==> config.mk <==
export PLATFORM = sky130hd
export DESIGN_NAME = four_pin_io_port
export DESIGN_NICKNAME = d
export VERILOG_FILES = /design/src/core/io_port_pkg.sv /design/src/core/pin_driver.sv /design/src/core/wake_detect.sv /design/src/core/four_pin_io_port.sv
export SDC_FILE = /design/constraint.sdc
export NUM_CORES = 1
export LEC_CHECK = 0
export ABC_AREA = 1
export BUFFER_PORTS_ARGS = -buffer_cell sky130_fd_sc_hd__buf_2
export CORE_MARGIN = 2
export CORE_UTILIZATION = 49
export DETAILED_ROUTE_END_ITERATION = 12
export GPL_TIMING_DRIVEN = 0
export PLACE_DENSITY_LB_ADDON = 0.08
export SETUP_SLACK_MARGIN = 0.02
export SYNTH_ARGS = -nofsm -noshare
export SYNTH_HDL_FRONTEND = slang
export SYNTH_SLANG_ARGS = --single-unit
export TNS_END_PERCENT = 100
==> constraint.sdc <==
create_clock -name mclk_i -period 2.3 [get_ports mclk_i]
set_clock_uncertainty 0.05 [all_clocks]
set_input_delay 0.345 -clock mclk_i [delete_from_list [all_inputs] [get_ports mclk_i]]
set_output_delay 0.345 -clock mclk_i [all_outputs]
set_load 0.02 [all_outputs]
==> src/core/io_port_pkg.sv <==
// constants, field layouts and carrier types for the four pin port
// assumes a single instruction-cycle clock and a core-side access port
package io_port_pkg;
   localparam logic [7:0] status_addr = 8'h03;
   localparam logic [7:0] port_addr = 8'h06;
   localparam logic [7:0] calib_addr = 8'h05;
   localparam int n_pins = 4;
   localparam int pin_three_idx = 3;
   localparam int pin_two_idx = 2;
   localparam int wake_dis_bit = 7;
   localparam int pullup_dis_bit = 6;
   localparam int timer_src_bit = 5;
   localparam int pin_wake_flag_bit = 7;
   localparam int cmp_wake_flag_bit = 6;
   localparam int osc_quarter_bit = 0;
   localparam logic [3:0] dir_reset = 4'hF;
   localparam logic [7:0] option_reset = 8'hFF;
   localparam logic [3:0] latch_reset = 4'h0;
   localparam logic [3:0] upper_zero = 4'h0;
   localparam logic [3:0] pullup_pins = 4'hB;

   typedef enum logic [2:0] {
      op_none,
      op_read,
      op_write,
      op_bit_set,
      op_bit_clear,
      op_dir_load,
      op_option_load
   } port_op_t;

   typedef struct packed {
      port_op_t op;
      logic [7:0] addr;
      logic [2:0] bit_sel;
      logic [7:0] wdata;
   } core_req_t;

   typedef enum logic [1:0] {
      cause_other,
      cause_pin_wake,
      cause_cmp_wake
   } reset_cause_t;

   typedef struct packed {
      logic cmp_plus_sel;
      logic cmp_minus_sel;
      logic cmp_out_en;
      logic cmp_out;
      logic ext_reset_sel;
      logic osc_quarter;
   } alt_fn_t;
endpackage

==> src/core/pin_driver.sv <==
// one pin: drive enable and level from function priority
// assumes alternate function selects are stable during the cycle
module pin_driver
   import io_port_pkg::*;
(
   input wire logic dir_i,
   input wire logic latch_i,
   input wire logic alt_sel_i,
   input wire logic alt_drive_i,
   input wire logic alt_level_i,
   input wire logic input_only_i,
   output logic oe_o,
   output logic level_o
);
   always_comb begin
      if (input_only_i) begin
         oe_o = 1'b0;
         level_o = 1'b0;
      end else if (alt_sel_i) begin
         oe_o = alt_drive_i;
         level_o = alt_level_i;
      end else begin
         oe_o = ~dir_i;
         level_o = latch_i;
      end
   end
endmodule // pin_driver

==> src/core/wake_detect.sv <==
// pin change detector for the wake pins
// assumes pin inputs are synchronous to the clock
module wake_detect
   import io_port_pkg::*;
(
   input wire logic mclk_i,
   input wire logic reset_i,
   input wire logic [3:0] pins_i,
   input wire logic [3:0] enable_i,
   output logic change_o
);
   logic [3:0] last_r;
   always_ff @(posedge mclk_i) begin
      if (reset_i) begin
         last_r <= pins_i;
      end else begin
         last_r <= pins_i;
      end
   end
   always_ff @(posedge mclk_i) begin
      if (reset_i) begin
         change_o <= 1'b0;
      end else begin
         change_o <= |((pins_i ^ last_r) & enable_i);
      end
   end
endmodule // wake_detect

==> src/core/four_pin_io_port.sv <==
// four pin general purpose port with direction, pull-up and wake control
// assumes a core issues one request per instruction cycle on mclk_i
//
// Summary of operation
// - reads return pin levels, not latches
// - any reset makes every pin input
// - upper four data bits read zero
// - pin three never drives
// - pull-up and wake are global controls
// - reset pin: pull-up on, wake off
// - direction loads only via direction instruction
// - direction one floats, zero drives latch
// - direction write-only, all set at reset
// - alternate functions outrank direction bits
// - read samples pins during the read
// - output latches hold until rewritten
// - pins zero to two individually directed
// - bit ops read pins, write whole latch
// - write at cycle end, read at start
// - pin wake flag set by pin wake reset
// - comparator wake flag set by its reset
// - option bit seven disables wake
// - option bit six disables pull-ups
// - output direction kills pull-up and wake
// - calibration bit zero selects oscillator quarter
module four_pin_io_port
   import io_port_pkg::*;
(
   input wire logic mclk_i,
   input wire logic reset_i,
   input wire reset_cause_t reset_cause_i,
   input wire core_req_t req_i,
   input wire alt_fn_t alt_i,
   input wire logic osc_quarter_clk_i,
   input wire logic [3:0] pins_i,
   output logic [7:0] rdata_o,
   output logic [3:0] pin_out_o,
   output logic [3:0] pin_oe_o,
   output logic [3:0] pullup_en_o,
   output logic wake_o,
   output logic [7:0] status_flags_o
);
   // ****************************************
   // registers
   // ****************************************
   logic [3:0] dir_r;
   logic [7:0] option_r;
   logic [3:0] latch_r;
   logic [3:0] latch_nxt;
   logic calib_osc_r;
   logic pin_wake_flag_r;
   logic cmp_wake_flag_r;
   logic [3:0] drv_oe;
   logic [3:0] drv_lvl;
   logic [3:0] wake_en;
   logic [3:0] pullup_nxt;
   logic [3:0] alt_sel;
   logic [3:0] alt_drv;
   logic [3:0] alt_lvl;
   logic change;
   logic timer_src;

   always_ff @(posedge mclk_i) begin
      if (reset_i) begin
         dir_r <= dir_reset;
      end else if (req_i.op == op_dir_load) begin
         dir_r <= req_i.wdata[3:0];
      end
   end

   always_ff @(posedge mclk_i) begin
      if (reset_i) begin
         option_r <= option_reset;
      end else if (req_i.op == op_option_load) begin
         option_r <= req_i.wdata;
      end
   end

   always_ff @(posedge mclk_i) begin
      if (reset_i) begin
         calib_osc_r <= 1'b0;
      end else if (req_i.op == op_write && req_i.addr == calib_addr) begin
         calib_osc_r <= req_i.wdata[osc_quarter_bit];
      end
   end

   // ****************************************
   // output latches and read-modify-write
   // ****************************************
   always_comb begin
      latch_nxt = latch_r;
      if (req_i.addr == port_addr) begin
         unique case (req_i.op)
            op_write: latch_nxt = req_i.wdata[3:0];
            op_bit_set: begin
               latch_nxt = pins_i;
               if (req_i.bit_sel < 3'(n_pins)) begin
                  latch_nxt[req_i.bit_sel[1:0]] = 1'b1;
               end
            end
            op_bit_clear: begin
               latch_nxt = pins_i;
               if (req_i.bit_sel < 3'(n_pins)) begin
                  latch_nxt[req_i.bit_sel[1:0]] = 1'b0;
               end
            end
            op_none, op_read, op_dir_load, op_option_load: ;
         endcase
      end
   end

   always_ff @(posedge mclk_i) begin
      if (reset_i) begin
         latch_r <= latch_reset;
      end else begin
         latch_r <= latch_nxt;
      end
   end

   // ****************************************
   // read path
   // ****************************************
   always_ff @(posedge mclk_i) begin
      if (reset_i) begin
         rdata_o <= 8'h00;
      end else if (req_i.op == op_read && req_i.addr == port_addr) begin
         rdata_o <= {upper_zero, pins_i};
      end else if (req_i.op == op_read && req_i.addr == status_addr) begin
         rdata_o <= status_flags_o;
      end else if (req_i.op == op_read && req_i.addr == calib_addr) begin
         rdata_o <= {7'h00, calib_osc_r};
      end else begin
         rdata_o <= 8'h00;
      end
   end

   // ****************************************
   // pin function priority
   // ****************************************
   assign timer_src = option_r[timer_src_bit];
   always_comb begin
      alt_sel = 4'h0;
      alt_drv = 4'h0;
      alt_lvl = 4'h0;
      alt_sel[0] = alt_i.cmp_plus_sel;
      alt_sel[1] = alt_i.cmp_minus_sel;
      if (calib_osc_r) begin
         alt_sel[pin_two_idx] = 1'b1;
         alt_drv[pin_two_idx] = 1'b1;
         alt_lvl[pin_two_idx] = osc_quarter_clk_i;
      end else if (alt_i.cmp_out_en) begin
         alt_sel[pin_two_idx] = 1'b1;
         alt_drv[pin_two_idx] = 1'b1;
         alt_lvl[pin_two_idx] = alt_i.cmp_out;
      end else if (timer_src) begin
         alt_sel[pin_two_idx] = 1'b1;
      end
   end

   genvar g;
   generate
      for (g = 0; g < n_pins; g++) begin : g_pin
         pin_driver u_drv (
            .dir_i(dir_r[g]),
            .latch_i(latch_r[g]),
            .alt_sel_i(alt_sel[g]),
            .alt_drive_i(alt_drv[g]),
            .alt_level_i(alt_lvl[g]),
            .input_only_i(g == pin_three_idx),
            .oe_o(drv_oe[g]),
            .level_o(drv_lvl[g])
         );
      end
   endgenerate

   always_ff @(posedge mclk_i) begin
      if (reset_i) begin
         pin_oe_o <= 4'h0;
         pin_out_o <= 4'h0;
      end else begin
         pin_oe_o <= drv_oe;
         pin_out_o <= drv_lvl;
      end
   end

   // ****************************************
   // pull-ups and wake on change
   // ****************************************
   always_comb begin
      pullup_nxt = option_r[pullup_dis_bit] ? 4'h0 : pullup_pins;
      wake_en = option_r[wake_dis_bit] ? 4'h0 : pullup_pins;
      pullup_nxt = pullup_nxt & (dir_r | 4'h8);
      wake_en = wake_en & (dir_r | 4'h8);
      if (alt_i.ext_reset_sel) begin
         pullup_nxt[pin_three_idx] = 1'b1;
         wake_en[pin_three_idx] = 1'b0;
      end
   end

   always_ff @(posedge mclk_i) begin
      if (reset_i) begin
         pullup_en_o <= 4'h0;
      end else begin
         pullup_en_o <= pullup_nxt;
      end
   end

   wake_detect u_wake (
      .mclk_i(mclk_i),
      .reset_i(reset_i),
      .pins_i(pins_i),
      .enable_i(wake_en),
      .change_o(change)
   );

   always_ff @(posedge mclk_i) begin
      if (reset_i) begin
         wake_o <= 1'b0;
      end else begin
         wake_o <= change;
      end
   end

   // ****************************************
   // wake cause flags
   // ****************************************
   always_ff @(posedge mclk_i) begin
      if (reset_i) begin
         pin_wake_flag_r <= (reset_cause_i == cause_pin_wake);
         cmp_wake_flag_r <= (reset_cause_i == cause_cmp_wake);
      end
   end

   always_ff @(posedge mclk_i) begin
      if (reset_i) begin
         status_flags_o <= 8'h00;
      end else begin
         status_flags_o <= 8'h00;
         status_flags_o[pin_wake_flag_bit] <= pin_wake_flag_r;
         status_flags_o[cmp_wake_flag_bit] <= cmp_wake_flag_r;
      end
   end

   // ****************************************
   // checks
   // ****************************************
   logic [3:0] bit_mask;
   assign bit_mask = 4'h1 << req_i.bit_sel[1:0];
endmodule // four_pin_io_port

==> flow_summary.json, run 1 <==
{
  "status": "completed",
  "clk_pin_slew_ps": 90,
  "critPathLaunch": "status_flags_o[6]",
  "clock_sinks": 34,
  "drt_iter0_markers": 24,
  "antenna_cells": 0,
  "worstSetupPathType": "flop to primary output",
  "ant_nets": 0,
  "synth_xor_area_frac": 0.00605,
  "r2r_slack_ps": 1360,
  "min_to": "u_wake.last_r[3]",
  "tritoncts": "yes",
  "fin_crit_sh": 0.523,
  "period_minus_slack_ps": 1200,
  "synthAdderAreaFrac": 0,
  "r2r_start": "dir_r[1]",
  "antenna_found_initial": 0,
  "area_growth_pct": 26.0,
  "dp_hpwl_mm": 2.14,
  "synth_simple_gate_area_frac": 0.269,
  "syn_area_um2": 1450,
  "slowest_delay_ps": 330,
  "clk_latency_ps": 320,
  "crit_chain": "buf_2",
  "synth_area_leaders": "dfxtp_1 44%, inv_1 9.1%, nand2_1 8.8%, nand3_1 5.9%, buf_4 5.7%",
  "placement.io_buffers": 51,
  "multiInputGateArea_um2": 558,
  "cp_top_family": "flip-flops",
  "cts_inserted_buffers": 5,
  "synth_mux_area_frac": 0,
  "synth_area_leader_cell": "dfxtp_1",
  "worst_pin_slew_ps": 716,
  "finalSetupTns_ps": 0,
  "synth_top_family_by_area": "simple AND/OR/NAND/NOR gates",
  "io_pins": 66,
  "grt_pass1_wl_mm": 4.57,
  "drt-wirelength-per-cell_um": 9.33,
  "ys_seq_elements": 34,
  "required_ps": 1900,
  "finalSetupViolations": 0,
  "rsz0062_at_grt": "false",
  "routed_via_density": 4.48,
  "final_nets": 298,
  "slew_headroom": 0.519,
  "gr-total-overflow": 0,
  "r2r_end": "u_wake.change_o",
  "grtUsageTotal": 0.176,
  "ir_drop_v": 0.000485,
  "die-area_um2": 3410,
  "hp-start": "pins_i[3]",
  "synth-compound-area-share": 0.0821,
  "vias": 1309,
  "die_w_um": 58.4,
  "fillers": 267,
  "p_per_area_nw_per_um2": 580,
  "p_leak_uw": 0.000976,
  "wl_mm": 2.72,
  "hold_class": "input pin to flop",
  "syn_inst": 193,
  "gp_routability_congestion": 0.845,
  "grt_start_max_net_pins": 11,
  "fin_hold_ws_ps": 109,
  "syn_area_per_cell_um2": 7.50,
  "cts_root_buffer": "clkbuf_4",
  "postCtsSetupRepairBufs": 0,
  "synth_top_area_share": 0.443,
  "rr_worst_depth": 6,
  "synth_cell_type_count": 20,
  "whs_path_depth": 1,
  "core-area_um2": 2780,
  "grt_pass1_vias": 1133,
  "startpoint_type": "flop",
  "cts_hold_buf": 0,
  "rows": 19,
  "cts_resized": 0,
  "die_h_um": 58.4,
  "hold_viol_final": 0,
  "worstPathMaxFanout": 2,
  "dr.pass1.iters": 4,
  "layout-drive-gt1-share": 0.264,
  "cp_num_buf_inv": 1,
  "fin_cells": 292,
  "cp_slowest_cell": "dfxtp_1",
  "maxCapViolCount": 0,
  "drv_slew": 0,
  "cp.depth": 1,
  "seq_area_frac_synth": 0.484,
  "place_inst": 285,
  "synth_warnings": 0,
  "start_util": 0.520,
  "cts_htree_levels": 2,
  "arrival_ps": 810,
  "regArea_um2": 701,
  "fmaxAchievable_ghz": 0.832,
  "drc": 0,
  "cts.path.max_buffers": 2,
  "critPathCaptureType": "primary output"
}
==> flip-flops by register name, indices dropped and copies added (netlist names) <==
signal	cells
status_flags_o	2
option_r	3
pin_out_o	3
u_wake.last_r	3
calib_osc_r	1
wake_o	1
dir_r	3
u_wake.change_o	1
pin_wake_flag_r	1
latch_r	3
cmp_wake_flag_r	1
pullup_en_o	3
pin_oe_o	3
rdata_o	6
==> final cells by class <==
type | instances | area share
Buffer | 14 | 0.0521
Clock buffer | 7 | 0.0247
Inverter | 35 | 0.0720
Multi-Input combinational cell | 120 | 0.306
Sequential cell | 34 | 0.384
Tap cell | 31 | 0.0213
Timing Repair Buffer | 51 | 0.140
==> cells in the final DEF, fill, tap and decap left out <==
| master | instances |
|---|---|
| inv_1 | 35 |
| nor3b_1 | 2 |
| dfxtp_1 | 32 |
| conb_1 | 11 |
| edfxtp_1 | 2 |
| buf_2 | 52 |
| nand3b_1 | 2 |
| o211ai_1 | 7 |
| nand4_1 | 2 |
| nor2_4 | 1 |
| buf_4 | 11 |
| xnor2_1 | 1 |
| nor3_1 | 8 |
| nor2_1 | 22 |
| o21ai_0 | 3 |
| clkbuf_4 | 5 |
| a31oi_1 | 1 |
| nand2_1 | 34 |
| a21oi_1 | 9 |
| nand3_1 | 17 |
| clkbuf_1 | 4 |
==> synth_stat cells <==
master    number
nor3_1         8
o21ai_0        3
a21oi_1        9
nand4_1        2
xnor2_1        1
dfxtp_1       32
edfxtp_1       2
nand2_1       34
nor3b_1        2
conb_1         1
inv_1         35
clkbuf_1       2
nor2_4         1
o211ai_1       7
buf_2          1
a31oi_1        1
nand3_1       17
buf_4         11
nor2_1        22
nand3b_1       2
==> report_power, final <==
part           total (µW)  internal, µW  leakage (µW)  switching (µW)
logic                 152          61.8      0.000670            89.7
clock network         288           115     0.0000254             172
registers             619           613      0.000281            6.21
==> stage by stage <==
stage	instance area (µm²)	total power, µW	setup slack [ps]	utilization
after floorplan	1490	727	1100	-
after global placement	1780	781	853	0.640
after detailed placement	1780	783	819	0.640
after CTS	1820	1070	1080	0.656
after global routing	1820	1110	1030	0.656
final	1820	1060	1100	0.656
==> per-layer routing <==
| metal | share of wire | track usage | up-vias |
|---|---|---|---|
| met5 | 0 | 0 | - |
| met4 | 0.015 | 0.0598 | 0 |
| met3 | 0.066 | 0.0527 | 6 |
| met2 | 0.44 | 0.276 | 41 |
| met1 | 0.48 | 0.232 | 538 |
| li1 | - | - | 724 |
==> how the worst max path moves through the flow <==
stage	end	slack, ps
after floorplan	latch_r[2]	1100
after global routing	option_r[6]	1030
after detailed placement	option_r[7]	820
after global placement	option_r[7]	850
final	status_flags_o[6]	1100
after CTS	status_flags_o[6]	1080
==> kinds of logic (layout without fill, tap and decap cells) <==
kind of cell	after synthesis	in the layout
flip-flops	34	34
AND/OR/NAND/NOR	88	88
buffers and inverters	49	107
AO/OA/AOI/OAI	20	20
XOR/XNOR	1	1
other	1	11
Power figures use the tool's default switching activity.
==> inputs of run 2 (changes only) <==
--- a/config.mk
+++ b/config.mk
@@ -5,10 +5,10 @@
 export SDC_FILE = /design/constraint.sdc
 export NUM_CORES = 1
 export LEC_CHECK = 0
-export ABC_AREA = 1
+export ABC_AREA = 0
 export BUFFER_PORTS_ARGS = -buffer_cell sky130_fd_sc_hd__buf_2
 export CORE_MARGIN = 2
-export CORE_UTILIZATION = 49
+export CORE_UTILIZATION = 46
 export DETAILED_ROUTE_END_ITERATION = 12
 export GPL_TIMING_DRIVEN = 0
 export PLACE_DENSITY_LB_ADDON = 0.08
==> constraint.sdc (replaced) <==
create_clock -name mclk_i -period 1.2 [get_ports mclk_i]
set_clock_uncertainty 0.05 [all_clocks]
set_input_delay 0.18 -clock mclk_i [delete_from_list [all_inputs] [get_ports mclk_i]]
set_output_delay 0.18 -clock mclk_i [all_outputs]
set_load 0.02 [all_outputs]
==> run 2 against run 1 <==
Global-route usage down 0.25 points. Largest power group unchanged. Critical path type is now flop to flop. Synthesized area down 0.78%. Synthesized cell count down 24%. Clock-buffer cell count down 1. Cell count down 13%. Worst hold slack worse by 86 ps.
==> flow_summary.json, run 2 <==
{
  "clk_latency_ps": 330,
  "rr_worst_depth": 3,
  "hp-start": "pins_i[2]",
  "p_per_area_nw_per_um2": 1210,
  "syn_area_per_cell_um2": 9.77,
  "worstSetupPathType": "flop to flop",
  "hold_viol_final": 0,
  "r2r_start": "u_wake.last_r[1]",
  "rows": 20,
  "fin_util": 0.645,
  "grtUsageTotal": 0.174,
  "syn_area_um2": 1440,
  "antenna_found_initial": 0,
  "area_growth_pct": 34.8,
  "preCtsSetupSlack_ps": -294,
  "layout_common_cells": "52 x buf_2, 30 x dfxtp_1, 16 x nor2_1",
  "start_util": 0.478,
  "dr.pass1.iters": 4,
  "antenna_cells": 0,
  "seq_area_frac_synth": 0.488,
  "fmaxAchievable_ghz": 0.903,
  "drt-wirelength-per-cell_um": 11.8,
  "finalSetupTns_ps": 0,
  "drt_iter0_markers": 47,
  "netlist_top_cells_count": "32 x dfxtp_1, 16 x nor2_1, 13 x nor2b_1",
  "cts.path.max_buffers": 2,
  "die_w_um": 59.9,
  "final_area_um2": 1940,
  "grt_start_max_net_pins": 11,
  "synth_top_area_share": 0.446,
  "drc": 0,
  "synth_warnings": 0,
  "async_flop_share": 0,
  "synth_cell_type_count": 34,
  "synth_simple_gate_area_frac": 0.274,
  "final_nets": 258,
  "fin_crit_sh": 0.923,
  "die_h_um": 59.9,
  "synth-compound-area-share": 0.0767,
  "placement.io_buffers": 51,
  "maxCapViolCount": 0,
  "mostFrequentLayoutCell": "buf_2",
  "grt_pass1_vias": 1137,
  "startpoint_type": "flop",
  "ys_seq_elements": 34,
  "rsz0062_at_grt": "false",
  "synth_mux_area_frac": 0.0488,
  "finalSetupViolations": 0,
  "status": "completed",
  "r2r_end": "u_wake.change_o",
  "die-area_um2": 3590,
  "cts_root_buffer": "clkbuf_4",
  "routed_via_density": 4.86,
  "synth_top_family_by_area": "simple AND/OR/NAND/NOR gates",
  "ys.flop_type": "dfxtp_1",
  "syn_inst": 147,
  "io_pins": 66,
  "ant_nets": 0,
  "fin_ws_ps": 92.0,
  "core-area_um2": 3000,
  "gr-total-overflow": 0,
  "period_minus_slack_ps": 1110,
  "gp_routability_congestion": 0.767,
  "min_to": "rdata_o[2]",
  "critPathLaunch": "u_wake.last_r[1]",
  "arrival_ps": 1260,
  "yosysMostFrequentCell": "dfxtp_1",
  "whs_path_depth": 2,
  "clk_pin_slew_ps": 100,
  "regMostFlops": "rdata_o",
  "synth_area_leaders": "dfxtp_1 45%, buf_4 5.7%, nor2b_1 5.7%, mux2i_1 4.9%, edfxtp_1 4.2%",
  "ir_drop_v": 0.000646,
  "synth_xor_area_frac": 0.0183,
  "synth_area_leader_cell": "dfxtp_1",
  "critPathCaptureType": "flop",
  "largest_reg_flops": 6,
  "synth_edf_count": 2,
  "worstPathMaxFanout": 1,
  "dp_hpwl_mm": 2.29,
  "cts_htree_levels": 2,
  "layout-drive-gt1-share": 0.371,
  "clock_sinks": 34,
  "tritoncts": "yes",
  "r2r_slack_ps": 90,
  "cts_inserted_buffers": 5,
  "place_area_um2": 1780,
  "grt_pass1_wl_mm": 4.60,
  "hold_class": "input pin to flop",
  "required_ps": 1360,
  "p_leak_uw": 0.000954,
  "vias": 1235,
  "drv_slew": 0,
  "wl_mm": 3.01,
  "synthAdderAreaFrac": 0
}
[run 2: changes by cell type after synthesis, sizes merged, moves of 5 or more]
cell and delta:
o211ai -7, a211o +6, nor2b +13, nand3 -16, nor2 -7, and2 +5, a21oi -6, nand2 -29
inv -28, mux2i +7
[run 2: per-layer routing]
| metal | GRT usage | wire (µm) |
|---|---|---|
| met1 | 0.193 | 1290 |
| met2 | 0.307 | 1510 |
| met3 | 0.0411 | 165 |
| met4 | 0.0825 | 44 |
| met5 | 0 | 0 |
[run 2: worst max path at each step]
stage / slack (ps) / cells after the start / end
2_1_floorplan: -70 / 4 / rdata_o[6]
3_3_place_gp: -280 / 5 / rdata_o[6]
3_5_place_dp: -290 / 5 / rdata_o[6]
4_1_cts: 40 / 4 / pin_out_o[2]
5_1_grt: 30 / 3 / u_wake.change_o
6_report: 90 / 3 / u_wake.change_o
[run 2: cells by family after synthesis]
| group | count (synthesis) |
|---|---|
| AO/OA/AOI/OAI | 15 |
| buffers and inverters | 22 |
| multiplexers | 7 |
| flip-flops | 34 |
| AND/OR/NAND/NOR | 65 |
| XOR/XNOR | 3 |
| other | 1 |
[run 2: critical path, stage by stage, from the launching register on]
cell      delay (ps)
dfxtp_1          320
xor2_1           150
a222oi_1         390
nor3_1            80
[run 2: what timing repair did]
item | 4_1_cts | 5_1_grt
hold buffers | 5 | 0
hold endpoints to repair | 7 | 0
pin swaps | 1 | 2
cloned | 0 | 0
endpoints found under the setup margin | 1 | 3
buffers inserted | 1 | 0
resized for setup | 3 | 2
[run 2: report_power, final]
group	total (µW)	switching [µW]	leakage (µW)	internal, µW
Sequential	1190	14.9	0.000281	1180
Combinational	308	166	0.000629	143
Clock	844	359	0.0000443	485
[run 2: layout make-up]
class	instances	area (µm²)
buffer	15	110
clock buffer	6	51.3
clock inverter	1	30.0
fill	268	1070
inverter	7	26.3
multi-input combinational	101	662
sequential	34	703
tap	33	41.3
timing repair buffer	57	313
[run 2: metrics by stage]
step | total power, µW | hold WS [ps] | cells
floorplan | 1390 | 158 | 157
global placement | 1500 | 266 | 241
detailed placement | 1500 | 270 | 241
CTS | 2360 | 18.3 | 254
global route | 2430 | 30.3 | 254
finish | 2340 | 23.6 | 254
==> inputs of run 3 (changes only) <==
--- a/config.mk
+++ b/config.mk
@@ -7,6 +7,7 @@
 export LEC_CHECK = 0
 export ABC_AREA = 0
 export BUFFER_PORTS_ARGS = -buffer_cell sky130_fd_sc_hd__buf_2
+export CORE_ASPECT_RATIO = 0.7
 export CORE_MARGIN = 2
 export CORE_UTILIZATION = 46
 export DETAILED_ROUTE_END_ITERATION = 12
==> run 3 against run 2 <==
Worst setup slack lost 35 ps. Combinational power is essentially flat. Via count up 2.3%. Clock-buffer cell count is 1 higher. Wire length is 5.5% higher. Utilization increased by 2.3 points. Fmax decreased by 3.1%. Final area is 0.58% lower. Register-to-register slack got worse by 40 ps. Total power shrank 0.51%. Worst hold slack lost 9.7 ps. Highest routed layer unchanged.
==> flow_summary.json, run 3 (synthesized netlist as in run 2, its figures left out) <==
{
  "rr_worst_depth": 3,
  "gr-total-overflow": 0,
  "worstSetupPathType": "flop to flop",
  "gp_routability_congestion": 0.847,
  "hold_viol_final": 0,
  "cp_slowest_cell": "a222oi_1",
  "r2r_start": "u_wake.last_r[1]",
  "r2r_slack_ps": 60,
  "preCtsSetupSlack_ps": -361,
  "grt_pass1_wl_mm": 5.32,
  "die_w_um": 70.8,
  "placement.io_buffers": 51,
  "layout_common_cells": "51 x buf_2, 31 x dfxtp_1, 16 x nor2_1",
  "cp_num_buf_inv": 0,
  "rsz0062_at_grt": "true",
  "area_growth_pct": 34.1,
  "fin_crit_sh": 0.953,
  "fin_hold_ws_ps": 13.9,
  "maxCapViolCount": 0,
  "p_per_area_nw_per_um2": 1210,
  "worstPathMaxFanout": 1,
  "p_total_uw": 2330,
  "ant_nets": 0,
  "core-area_um2": 2880,
  "cp.depth": 3,
  "ir_drop_v": 0.000768,
  "grtUsageTotal": 0.195,
  "fin_util": 0.668,
  "clk_latency_ps": 280,
  "grt_start_max_net_pins": 11,
  "cts_htree_levels": 2,
  "drc": 0,
  "dr.pass1.iters": 4,
  "routed_via_density": 4.99,
  "antenna_found_initial": 0,
  "vias": 1263,
  "layout-drive-gt1-share": 0.373,
  "cp-endpoint": "u_wake.change_o",
  "crit_chain": "xor2_1 -> a222oi_1 -> nor3_1",
  "status": "completed",
  "slowest_delay_ps": 430,
  "rows": 16,
  "fin_ws_ps": 56.8,
  "clock_sinks": 34,
  "drv_slew": 0,
  "drt-wirelength-per-cell_um": 12.5,
  "finalSetupViolations": 0,
  "wl_mm": 3.18,
  "arrival_ps": 1240,
  "clk_pin_slew_ps": 60,
  "fillers": 249,
  "largest_reg_flops": 6,
  "start_util": 0.498,
  "die_h_um": 50.8,
  "io_pins": 66,
  "regMostFlops": "rdata_o",
  "dp_hpwl_mm": 2.45,
  "r2r_end": "u_wake.change_o",
  "cts.path.max_buffers": 2,
  "p_leak_uw": 0.000945,
  "antenna_cells": 0,
  "required_ps": 1300,
  "die-area_um2": 3590,
  "critPathLaunch": "u_wake.last_r[1]",
  "fmaxAchievable_ghz": 0.875,
  "final_nets": 253,
  "tritoncts": "yes",
  "startpoint_type": "flop",
  "cp_top_family": "compound AO/OA/AOI/OAI gates",
  "cts_root_buffer": "clkbuf_8",
  "drt_iter0_markers": 90,
  "hold_class": "input pin to flop",
  "period_minus_slack_ps": 1140,
  "postCtsSetupRepairBufs": 0,
  "critPathCaptureType": "flop",
  "grt_pass1_vias": 1202,
  "cts_inserted_buffers": 5,
  "mostFrequentLayoutCell": "buf_2"
}
[run 3: worst min path at each step]
stage,start,end,slack (ps),cells after the start
floorplan,pins_i[0],u_wake.last_r[0],160,0
global placement,pins_i[3],u_wake.last_r[3],280,1
detailed placement,pins_i[3],u_wake.last_r[3],280,1
CTS,alt_i[4],pin_out_o[1],9,2
global route,alt_i[5],pin_oe_o[0],10,2
finish,pins_i[1],u_wake.last_r[1],10,1
[run 3: worst reg2reg max path: cells and delay by family (launching register included)]
kind,cells,cell delay [ps]
xor+xnor,1,140
compound gates,1,430
simple gates,1,80
flops,1,310
[run 3: stage by stage]
stage          instances  instance area (µm²)  setup TNS, ps
2_1_floorplan        157                 1480           -148
3_3_place_gp         244                 1780          -1740
3_5_place_dp         244                 1780          -2080
4_1_cts              253                 1900              0
5_1_grt              253                 1930          -35.0
6_report             253                 1930              0
[run 3: layout make-up]
| cell class | instances | area (µm²) | area share |
|---|---|---|---|
| sequential | 34 | 702 | 0.365 |
| tap | 36 | 45.0 | 0.0234 |
| multi-input combinational | 101 | 683 | 0.355 |
| inverter | 7 | 26.3 | 0.0136 |
| timing repair buffer | 52 | 265 | 0.138 |
| clock inverter | 1 | 5.00 | 0.00260 |
| clock buffer | 7 | 86.3 | 0.0448 |
| buffer | 15 | 113 | 0.0585 |
[run 3: layer usage]
metal	share of wire	GRT usage	vias up
met5	0	0	-
met4	0.011	0.0660	0
met3	0.090	0.0803	5
met2	0.48	0.327	54
met1	0.42	0.227	584
li1	-	-	620
[run 3: power by group]
group / internal, µW / switching, µW / total [µW]
Combinational: 136 / 171 / 307
Sequential: 1180 / 16.1 / 1190
Clock: 462 / 369 / 831
[run 3: what timing repair did]
action,4_1_cts,5_1_grt
endpoints found under the setup margin,3,5
cloned,0,0
hold buffers,1,0
pin swaps,2,2
hold endpoints to repair,1,0
gates resized for setup,3,6
